===== src/design/ssc_pkg.sv =====
// Overview of operation
// - Brackets 91/93 frame a 1-30 byte string
// - Forward only bytes inside the brackets
// - Carriage return close appends byte 13
// - Dollar 36, length digit, 1-16 data bytes
// - Hex length digit, buffer is value+1
// - Colon 58 returned after length digit
// - Collect length+1 bytes, then transmit packet
// - After packet, return to setup mode
// - Sustain 4800 baud streaming without overflow
// - Default latency about 110 ms
// - Acknowledge burst takes about 20 ms
// - Preamble bits 620 us, default 80 bits; the code loads no default, the count always comes from preamble_bit_count
// - Initial delay before keying, default 20 ms; the code loads no default, the delay always comes from delay_ms
package ssc_pkg;
    // System clock
    localparam int CLK_HZ = 40000000;
    // Character codes
    localparam logic [7:0] CH_OPEN = 8'h5b;
    localparam logic [7:0] CH_CLOSE = 8'h5d;
    localparam logic [7:0] CH_CR = 8'h0d;
    localparam logic [7:0] CH_DOLLAR = 8'h24;
    localparam logic [7:0] CH_COLON = 8'h3a;
    // String limits
    localparam int AUX_MAX = 30;
    localparam int PKT_MAX = 16;
    // Default timing
    localparam int DELAY_MS = 20;
    localparam int PREAMBLE_BIT_US = 620;
    localparam logic [7:0] PREAMBLE_BITS_RESET = 8'h50;
    localparam logic [7:0] DELAY_RESET = 8'h14;
    // Cycles per millisecond and per preamble bit (rounded up, least times)
    localparam int MS_CYCLES = (CLK_HZ + 999) / 1000;
    localparam int PBIT_CYCLES = (CLK_HZ / 1000 * PREAMBLE_BIT_US + 999) / 1000;
    // Serial bit time at 4800 baud
    localparam int BAUD = 4800;
    // Expected single-byte latency and acknowledge burst air time
    localparam int LATENCY_MS = 110;
    localparam int ACK_BURST_MS = 20;
    localparam int BIT_CYCLES = CLK_HZ / BAUD;
    // Parser states
    typedef enum logic [2:0] {
        SSC_IDLE, SSC_AUX, SSC_LEN, SSC_DATA, SSC_SEND
    } ssc_state_type;
endpackage : ssc_pkg


===== src/design/ssc_byte_if.sv =====
`timescale 1ns/1ps
// Byte handshake between parser and transmit sequencer
interface ssc_byte_if;
    logic valid;
    logic ready;
    logic [7:0] data;
    logic last;
    modport source (output valid, output data, output last, input ready);
    modport sink (input valid, input data, input last, output ready);
endinterface : ssc_byte_if


===== src/design/ssc_top.sv =====
`timescale 1ns/1ps
// Setup-mode string command handler
module ssc_top
    import ssc_pkg::*;
(
    // Clock and reset
    input wire logic clk,
    input wire logic rst,
    // Received host bytes (already on clk)
    input wire logic rx_valid,
    input wire logic [7:0] rx_data,
    input wire logic setup_mode,
    // Timing settings
    input wire logic [7:0] delay_ms,
    input wire logic [7:0] preamble_bit_count,
    // Reply to host
    output logic host_valid,
    output logic [7:0] host_data,
    // Auxiliary serial output byte stream
    output logic aux_valid,
    output logic [7:0] aux_data,
    // Radio side
    output logic tx_key,
    output logic tx_preamble,
    output logic tx_valid,
    output logic [7:0] tx_data,
    input wire logic tx_ready,
    output logic cmd_done,
    output logic cmd_error
);
    ssc_state_type state; // Parser state
    logic [7:0] buf_mem [PKT_MAX]; // Transient packet buffer
    logic [4:0] buf_len; // Bytes expected
    logic [4:0] wr_idx; // Bytes collected
    logic [4:0] rd_idx; // Bytes handed on
    logic [4:0] aux_cnt; // Aux bytes forwarded
    logic [4:0] hex_val; // Decoded digit, bit 4 = invalid
    logic done_seq; // Sequencer finished
    ssc_byte_if pkt ();

    // Hex digit decode, 0-9 and A-F or a-f
    always_comb begin
        hex_val = 5'h10;
        if (rx_data >= 8'h30 && rx_data <= 8'h39) begin
            hex_val = {1'b0, rx_data[3:0]};
        end else if ((rx_data | 8'h20) >= 8'h61 && (rx_data | 8'h20) <= 8'h66) begin
            hex_val = {1'b0, rx_data[3:0] + 4'h9};
        end
    end

    // Command parser
    always_ff @(posedge clk) begin
        host_valid <= 1'b0;
        aux_valid <= 1'b0;
        cmd_error <= 1'b0;
        if (rst) begin
            state <= SSC_IDLE;
            buf_len <= '0;
            wr_idx <= '0;
            aux_cnt <= '0;
            host_data <= '0;
            aux_data <= '0;
        end else begin
            unique case (state)
                SSC_IDLE: if (rx_valid && setup_mode) begin
                    if (rx_data == CH_OPEN) begin
                        state <= SSC_AUX;
                        aux_cnt <= '0;
                    end else if (rx_data == CH_DOLLAR) begin
                        state <= SSC_LEN;
                    end
                end
                SSC_AUX: if (rx_valid) begin
                    if (rx_data == CH_CLOSE) begin
                        state <= SSC_IDLE;
                    end else if (rx_data == CH_CR) begin
                        aux_valid <= 1'b1;
                        aux_data <= CH_CR;
                        state <= SSC_IDLE;
                    end else if (aux_cnt < 5'(AUX_MAX)) begin
                        aux_valid <= 1'b1;
                        aux_data <= rx_data;
                        aux_cnt <= aux_cnt + 5'h01;
                    end
                end
                SSC_LEN: if (rx_valid) begin
                    if (hex_val[4]) begin
                        state <= SSC_IDLE;
                        cmd_error <= 1'b1;
                    end else begin
                        buf_len <= hex_val + 5'h01;
                        wr_idx <= '0;
                        host_valid <= 1'b1;
                        host_data <= CH_COLON;
                        state <= SSC_DATA;
                    end
                end
                SSC_DATA: if (rx_valid) begin
                    wr_idx <= wr_idx + 5'h01;
                    if (wr_idx + 5'h01 == buf_len) begin
                        state <= SSC_SEND;
                    end
                end
                SSC_SEND: if (done_seq) begin
                    state <= SSC_IDLE;
                end
                default: state <= SSC_IDLE;
            endcase
        end
    end

    // Buffer writes, one entry per data byte
    always_ff @(posedge clk) begin
        if (state == SSC_DATA && rx_valid) begin
            buf_mem[wr_idx[3:0]] <= rx_data;
        end
    end

    // Read pointer into the buffer for the sequencer
    always_ff @(posedge clk) begin
        if (rst || state != SSC_SEND) begin
            rd_idx <= '0;
        end else if (pkt.valid && pkt.ready) begin
            rd_idx <= rd_idx + 5'h01;
        end
    end

    assign pkt.valid = (state == SSC_SEND) && (rd_idx < buf_len);
    assign pkt.data = buf_mem[rd_idx[3:0]];
    assign pkt.last = (rd_idx + 5'h01 == buf_len);

    // Done pulse registered for the top-level output
    always_ff @(posedge clk) begin
        if (rst) begin
            cmd_done <= 1'b0;
        end else begin
            cmd_done <= done_seq;
        end
    end

    // Radio sequencer
    ssc_tx_seq u_seq (
        .clk(clk),
        .rst(rst),
        .delay_ms(delay_ms),
        .preamble_bit_count(preamble_bit_count),
        .pkt(pkt),
        .tx_key(tx_key),
        .tx_preamble(tx_preamble),
        .tx_valid(tx_valid),
        .tx_data(tx_data),
        .tx_ready(tx_ready),
        .done(done_seq)
    );
endmodule : ssc_top


===== src/design/ssc_tx_seq.sv =====
`timescale 1ns/1ps
// Radio transmit sequencer: delay, preamble, then packet bytes
module ssc_tx_seq
    import ssc_pkg::*;
(
    // Clock and reset
    input wire logic clk,
    input wire logic rst,
    // Timing settings
    input wire logic [7:0] delay_ms,
    input wire logic [7:0] preamble_bit_count,
    // Packet bytes from the parser
    ssc_byte_if.sink pkt,
    // Radio side
    output logic tx_key,
    output logic tx_preamble,
    output logic tx_valid,
    output logic [7:0] tx_data,
    input wire logic tx_ready,
    output logic done
);
    typedef enum logic [1:0] {SSC_T_IDLE, SSC_T_DLY, SSC_T_PRE, SSC_T_DAT} ssc_t_type;
    ssc_t_type st; // Sequencer state
    logic [31:0] cnt; // Cycle counter
    logic [7:0] units; // Milliseconds or preamble bits left
    logic last_in; // Final payload byte sits in the output register

    // Accept bytes only while streaming the payload
    // Nothing more is taken once the final byte waits for the radio
    assign pkt.ready = (st == SSC_T_DAT) && !last_in && (!tx_valid || tx_ready);

    // Sequence: wait delay from last byte collected, send preamble, stream data
    always_ff @(posedge clk) begin
        done <= 1'b0;
        if (rst) begin
            st <= SSC_T_IDLE;
            cnt <= '0;
            units <= '0;
            tx_key <= 1'b0;
            tx_preamble <= 1'b0;
            tx_valid <= 1'b0;
            tx_data <= '0;
            last_in <= 1'b0;
        end else begin
            unique case (st)
                SSC_T_IDLE: if (pkt.valid) begin
                    st <= SSC_T_DLY;
                    units <= delay_ms;
                    cnt <= '0;
                end
                SSC_T_DLY: if (units == 8'h00) begin
                    tx_key <= 1'b1;
                    units <= preamble_bit_count;
                    cnt <= '0;
                    if (preamble_bit_count == 8'h00) begin
                        st <= SSC_T_DAT; // No preamble programmed
                    end else begin
                        st <= SSC_T_PRE;
                        tx_preamble <= 1'b1;
                    end
                end else if (cnt == 32'(MS_CYCLES - 1)) begin
                    cnt <= '0;
                    units <= units - 8'h01;
                end else begin
                    cnt <= cnt + 32'h1;
                end
                SSC_T_PRE: if (cnt == 32'(PBIT_CYCLES - 1)) begin
                    cnt <= '0;
                    units <= units - 8'h01;
                    // Leave exactly at the end of the last bit time
                    if (units == 8'h01) begin
                        st <= SSC_T_DAT;
                        tx_preamble <= 1'b0;
                    end
                end else begin
                    cnt <= cnt + 32'h1;
                end
                SSC_T_DAT: begin
                    // Radio took the held byte
                    if (tx_valid && tx_ready) begin
                        tx_valid <= 1'b0;
                        // Unkey only after the final byte is gone
                        if (last_in) begin
                            st <= SSC_T_IDLE;
                            tx_key <= 1'b0;
                            last_in <= 1'b0;
                            done <= 1'b1;
                        end
                    end
                    if (pkt.valid && pkt.ready) begin
                        tx_valid <= 1'b1;
                        tx_data <= pkt.data;
                        last_in <= pkt.last;
                    end
                end
            endcase
        end
    end
endmodule : ssc_tx_seq


===== config.mk =====
export PLATFORM = sky130hd
export DESIGN_NAME = ssc_top
export DESIGN_NICKNAME = d
export VERILOG_FILES = /design/src/design/ssc_pkg.sv /design/src/design/ssc_byte_if.sv /design/src/design/ssc_top.sv /design/src/design/ssc_tx_seq.sv
export SDC_FILE = /design/constraint.sdc
export NUM_CORES = 1
export LEC_CHECK = 0
export ABC_AREA = 1
export BUFFER_PORTS_ARGS = -buffer_cell sky130_fd_sc_hd__buf_4
export CORE_AREA = 2 2 115 162
export CTS_CLUSTER_DIAMETER = 60
export DETAILED_ROUTE_END_ITERATION = 8
export DIE_AREA = 0 0 117 164
export HOLD_SLACK_MARGIN = 0.15
export PLACE_DENSITY = 0.9
export SLEW_MARGIN = 20
export SYNTH_ARGS = -nofsm -noshare
export SYNTH_HDL_FRONTEND = slang
export SYNTH_SLANG_ARGS = --single-unit
export TNS_END_PERCENT = 10

===== constraint.sdc =====
create_clock -name clk -period 3.9 [get_ports clk]
set_clock_uncertainty 0.2 [all_clocks]
set_input_delay 0.195 -clock clk [delete_from_list [all_inputs] [get_ports clk]]
set_output_delay 0.195 -clock clk [all_outputs]
set_load 0.02 [all_outputs]

-- After elaboration in Yosys (flattened, before gate mapping)
Memories as Yosys holds them, arrays and structs flattened. A register that Yosys moved wholly into a read port is not among the register bits.
Cells that the tools add are included.
- register bits: 83
- memory bits (writable): 128
- input bits: 29
- logic and storage cells: 181
- memories: 1
- add/sub/neg operators: 7
- $lt $le $gt $ge: 6
- equality and inequality tests: 38
- mux-type cells: 64
- bitwise operators: 7
- reductions and logical operators: 39
- memory list (memory ; depth ; bits a word ; rd ports ; clocked after Yosys merged registers in ; wr ports ; RTL line ; RTL):
    buf_mem ; 16 ; 8 ; 1 ; 1 ; 1 ; ssc_top.sv:32 ; logic [7:0] buf_mem [PKT_MAX];
- operators with widths (operator ; number):
    two-way mux 32 bit ; 4
    one-hot mux 32 bit (3 select lines) ; 1
    two-way mux 5 bit ; 11
    two-way mux 8 bit ; 6
    adder 32 x 1 -> 32 bit (second input constant) ; 1
    equality test 32 x 15 -> 1 bit (second input constant) ; 1
    equality test 32 x 16 -> 1 bit (second input constant) ; 1
    two-way mux 3 bit ; 10
    != test 2 bit (second input constant) ; 12
    one-hot mux 8 bit (3 select lines) ; 1
    adder 5 x 1 -> 5 bit (second input constant) ; 4
    one-hot mux 5 bit (2 select lines) ; 2
    two-way mux 1 bit ; 18
    equality test 8 x 7 -> 1 bit (second input constant) ; 2
    logical NOT 8 bit ; 2
    AND reduction 4 bit ; 4
    one-hot mux 3 bit (5 select lines) ; 1
    two-way mux 2 bit ; 7
    != test 2 x 1 -> 1 bit (second input constant) ; 6
    nonzero test 2 bit ; 6
    equality test 5 bit ; 2
    logical AND 1 bit ; 9
    != test 3 bit (second input constant) ; 3
    equality test 8 x 1 -> 1 bit (second input constant) ; 1
    32 further kinds ; 46

-- Longest topological paths before layout
- depth after elaboration: 7
- mapped depth: 16
- depth with buffers taken out: 14

-- Modules after synthesis
A second synthesis with hierarchy kept.
- cells, all modules: 1316
- area, all modules: 11294.6 µm²
- modules (own cells, without submodules) (module ; instances ; cells each ; area each (µm²) ; sequential area each (µm²)):
    ssc_top ; 1 ; 700 ; 7537.2 ; 4644.5
    ssc_tx_seq ; 1 ; 616 ; 3757.4 ; 1101.1

-- Least setup slack after synthesis
OpenSTA, ideal clock, no wires.
- path type: reg2reg
- from: register state[1]
- to: memory buf_mem[11][0], enable pin
- arrival: 1.764 ns
- required time: 3.317 ns
- setup slack: 1.553 ns
- cell stages (with the launch flop): 9
- path through: dfxtp_1 -> inv_2 -> nor2_1 -> inv_1 -> nor2_1 -> inv_2 -> nor2_2 -> inv_2 -> nor3_1
- word-level cells in the longest chain between the ends: 4
- ends and longest elaborated chain (what ; RTL line ; RTL):
    from (decl) ; ssc_top.sv:31 ; ssc_state_type state;
    from (signal assigned) ; ssc_top.sv:57 ; state <= SSC_IDLE;
    from (signal assigned) ; ssc_top.sv:67 ; state <= SSC_AUX;
    from (signal assigned) ; ssc_top.sv:70 ; state <= SSC_LEN;
    equality test 3 x 2 -> 1 bit ; ssc_top.sv:114 ; if (state == SSC_DATA && rx_valid) begin
    logical AND 1 bit ; ssc_top.sv:114 ;
    two-way mux 1 bit ; ssc_top.sv:114 ;
    two-way mux 1 bit (implied by the code) ; ssc_top.sv:115 ; buf_mem[wr_idx[3:0]] <= rx_data;
    to (decl) ; ssc_top.sv:32 ;
No other way between the ends.

-- Worst setup path after layout
- from: register u_seq.st[1]
- to: register u_seq.st[0]
- word-level cells in the longest chain between the ends: 3
- ends and longest elaborated chain (what ; RTL line ; RTL):
    from (decl) ; ssc_tx_seq.sv:23 ; ssc_t_type st;
    from (signal assigned) ; ssc_tx_seq.sv:36 ; st <= SSC_T_IDLE;
    from (signal assigned) ; ssc_tx_seq.sv:47 ; st <= SSC_T_DLY;
    from (signal assigned) ; ssc_tx_seq.sv:56 ; st <= SSC_T_DAT;
    equality test 2 bit (tied with other cells) ; ssc_tx_seq.sv:45 ; unique case (st)
    != test 2 x 1 -> 1 bit (no line) / != test 2 bit (equally long branches) ; - ;
    AND reduction 6 bit (no line) ; - ;
Parallel ways exist; a longest one is shown, timed or not.
A chain may end at the register's enable or synchronous reset.

==> parameters.txt <==
Parameter                              Value

Routing
  DRT antenna net count ... 0
  Total detailed-routing wirelength ... 28700 um
  Via density per instance ... 5.86
  Iter 0 DRT Violations ... 1066
  Total via count after detailed routing ... 9712
  Wire length per cell after detailed routing ... 17.3 um
  DR DRC count ... 0
  Drt pass-1 iters ... 6

Synthesis
  Yosys warning total ... 0
  Synth unique cells ... 46
  Ranking of synthesized cells by area ... sky130_fd_sc_hd__edfxtp_1, sky130_fd_sc_hd__dfxtp_1, sky130_fd_sc_hd__nand2_1, sky130_fd_sc_hd__nor2_1, sky130_fd_sc_hd__nand3_1
  Cells after Synth ... 1335
  Synth Cell Area ... 11100 um2
  Number of register bits inferred by synthesis ... 219
  Number of enable-type register cells in the synthesized netlist ... 128
  Most common flop cell mapped by yosys ... sky130_fd_sc_hd__edfxtp_1
  Async set-reset flop share out of synthesis ... 0
  Yosys top cell by area ... sky130_fd_sc_hd__edfxtp_1
  Sequential element share of the synthesized area ... 0.509
  Synthesized area per cell ... 8.33 um2
  Share of the synthesized area in the top cell type ... 0.345

CTS
  Maximum level of the CTS H-tree ... 1
  Largest buffer count on any clock path ... 3
  TritonCTS clock tree ... built
  Clock transition at the register clock pins on the worst setup and hold paths after CTS ... 60 ps
  Root buf cell ... sky130_fd_sc_hd__clkbuf_16
  Clock Latency Late Sink ... 500 ps
  Number of clock sinks ... 219
  Clock buffer count from CTS ... 21

Timing
  Highest attainable clock frequency ... 300 MHz
  Max transition margin ... 0.285
  Setup repair after global routing missed its margin ... no
  Hold violation count in the final report ... 0
  Setup TNS ... 0 ps
  Crit path time final ... 3330 ps
  Share of the clock period used by the worst path ... 0.855
  Hold Worst Slack ... 217 ps
  Number of setup violations in the final report ... 0
  Final Max Tran Viols ... 0
  Least setup slack across all paths after layout ... 567 ps
  Actual slew at the worst max-slew pin ... 1060 ps

Floorplan
  Floorplan row count ... 58
  Effective utilization at floorplan ... 0.626
  CORE AREA ... 17800 um2
  Ports ... 60
  Area of the die ... 19200 um2
  Width of the die ... 117 um
  Vertical die dimension ... 164 um

Hold path
  Worst hold path type ... in -> reg

Global routing
  Number of antenna violations at the first check in global routing ... 0
  Aggregate global routing overflow ... 0
  Overall routing resource usage ... 0.302
  First-pass GRT wire length ... 45400 um
  Largest net degree at the start of global routing ... 67
  Number of global-route vias before repair ... 9455

Placement
  HPWL reported at the end of detailed placement ... 18400 um
  Placed insts ... 1585
  Placement Setup Slack ... 1230 ps
  Final RePlAce weighted congestion ... 0.909
  Count of port buffers added during placement ... 55

Worst setup path
  Class of the most critical setup path ... reg -> reg
  Max stage delay cell, worst path ... sky130_fd_sc_hd__dlygate4sd3_1
  Delay of the slowest cell on the worst path ... 600 ps
  Critical-path maximum fanout ... 16
  Critical path arrival ... 3580 ps
  Cell-by-cell trace of the critical path ... inv_1 > ha_1 > inv_1 > nor4_1 > dlygate4sd3_1 > nand4_1 > dlygate4sd3_1 > nand3b_1 > nor2_1 > nor2_1
  Worst setup slack for register-to-register paths ... 570 ps
  Critical Path Start Type ... flop
  Endpoint required time on the critical path ... 4140 ps
  Endpoint class of the critical path ... flop

Cells and area
  Commonest non-fill, non-tap cell in the layout ... sky130_fd_sc_hd__nand2_1
  Net total in the final layout ... 1455
  Layout cells sized above 1 ... 0.107
  Signed area change from the synthesized netlist to the final layout ... 13.1%
  Non-filler instance count after layout ... 1657
  Antenna diode count ... 0
  Leading cell types in the layout, fill and taps excluded ... sky130_fd_sc_hd__nand2_1, sky130_fd_sc_hd__nor2_1, sky130_fd_sc_hd__edfxtp_1, sky130_fd_sc_hd__inv_1, sky130_fd_sc_hd__nand3_1

Flow run
  Max Cap Violations ... 0

Outcome
  Status ... complete, no violations

Power and ir drop
  P per Cell Area ... 428 nW/um2
  Worst vdd rail ir drop ... 371 uV
  Leak Pwr ... 0.00488 uW
## area by class of cell
type	count	area, um2
clock buffers	30	601
clock inverters	8	36.3
fillers	1247	5190
inverters	120	455
multi-input cells	943	4710
flip-flops and latches	219	5670
well taps	240	300
repair buffers	97	813
## critical path, delay by kind of cell (launching register included)
kind                     cells  cell delay (ps)
buffers and inverters        4             1540
flip-flops                   1              340
adder cells (fa/ha/maj)      1              570
AND/OR/NAND/NOR              5              630
## report_power, final
group	leakage, uW	internal [uW]	switching, uW
clock network	0.000325	1070	841
logic	0.00267	323	613
registers	0.00189	2490	56.1
total	0.00488	3880	1510
## path summary, 6_finish.rpt
kind                                   from  cells past startpoint           to
worst max-delay path            u_seq.st[1]                     10  u_seq.st[0]
worst min-delay path             setup_mode                      9   aux_cnt[4]
worst max register to register  u_seq.st[1]                     10  u_seq.st[0]
worst min register to register  aux_data[0]                      2  aux_data[0]
## cells in the mapped netlist, types with 2 or more instances
master / count
sky130_fd_sc_hd__a21oi_1: 53
sky130_fd_sc_hd__a31oi_1: 4
sky130_fd_sc_hd__buf_2: 15
sky130_fd_sc_hd__buf_4: 7
sky130_fd_sc_hd__buf_6: 4
sky130_fd_sc_hd__clkbuf_1: 27
sky130_fd_sc_hd__dfxtp_1: 91
sky130_fd_sc_hd__edfxtp_1: 128
sky130_fd_sc_hd__ha_1: 24
sky130_fd_sc_hd__inv_1: 112
sky130_fd_sc_hd__inv_2: 6
sky130_fd_sc_hd__nand2_1: 259
sky130_fd_sc_hd__nand2_2: 5
sky130_fd_sc_hd__nand2_4: 4
sky130_fd_sc_hd__nand3_1: 106
sky130_fd_sc_hd__nand3_2: 6
sky130_fd_sc_hd__nand3b_1: 4
sky130_fd_sc_hd__nand4_1: 20
sky130_fd_sc_hd__nand4_2: 4
sky130_fd_sc_hd__nor2_1: 232
sky130_fd_sc_hd__nor2_2: 9
sky130_fd_sc_hd__nor2_4: 6
sky130_fd_sc_hd__nor3_1: 17
sky130_fd_sc_hd__nor3_2: 2
sky130_fd_sc_hd__nor3_4: 2
sky130_fd_sc_hd__nor4_1: 6
sky130_fd_sc_hd__o211ai_1: 2
sky130_fd_sc_hd__o21ai_0: 99
sky130_fd_sc_hd__o21ai_1: 2
sky130_fd_sc_hd__o21ai_2: 5
sky130_fd_sc_hd__o21bai_2: 3
sky130_fd_sc_hd__o22ai_1: 30
sky130_fd_sc_hd__or2_2: 5
sky130_fd_sc_hd__xnor2_1: 8
sky130_fd_sc_hd__xor2_1: 17
## flip-flops by register name (all words and copies together) (netlist names)
signal	cells
u_seq.tx_key	1
u_seq.tx_valid	1
u_seq.tx_data	8
host_valid	1
cmd_done	1
state	3
u_seq.cnt	32
u_seq.last_in	1
aux_cnt	5
aux_data	8
buf_mem	128
u_seq.st	2
u_seq.units	8
rd_idx	5
u_seq.done	1
buf_len	5
aux_valid	1
wr_idx	5
u_seq.tx_preamble	1
host_data	1
cmd_error	1
## per-stage QoR
stage	total power, uW	area, um2	util
finish	5390	12600	0.708
global route	5570	12600	0.708
CTS	5340	12600	0.708
detailed placement	3390	11600	0.653
global placement	3370	11600	0.653
floorplan	3240	11100	-
## per-layer routing
layer / part of all wire / wire [um] / GRT usage
met1: 0.35 / 10100 / 0.340
met2: 0.53 / 15300 / 0.563
met3: 0.079 / 2280 / 0.0406
met4: 0.037 / 1050 / 0.126
met5: 0 / 0 / 0
## repair_timing
| action | 4_1_cts | 5_1_grt |
|---|---|---|
| hold endpoints to repair | 175 | 0 |
| buffers inserted | 0 | 0 |
| endpoints found under the setup margin | 0 | 0 |
| hold buffers | 34 | 0 |
| resized for setup | 0 | 0 |
## cells by family after synthesis
group,count (synthesis),synth area share
AND/OR/NAND/NOR,689,0.276
adder cells (fa/ha/maj),24,0.0270
AO/OA/AOI/OAI,201,0.0995
other,1,0.000337
XOR/XNOR,25,0.0197
flip-flops,219,0.509
buffers and inverters,176,0.0681
Power figures use the tool's default switching activity.
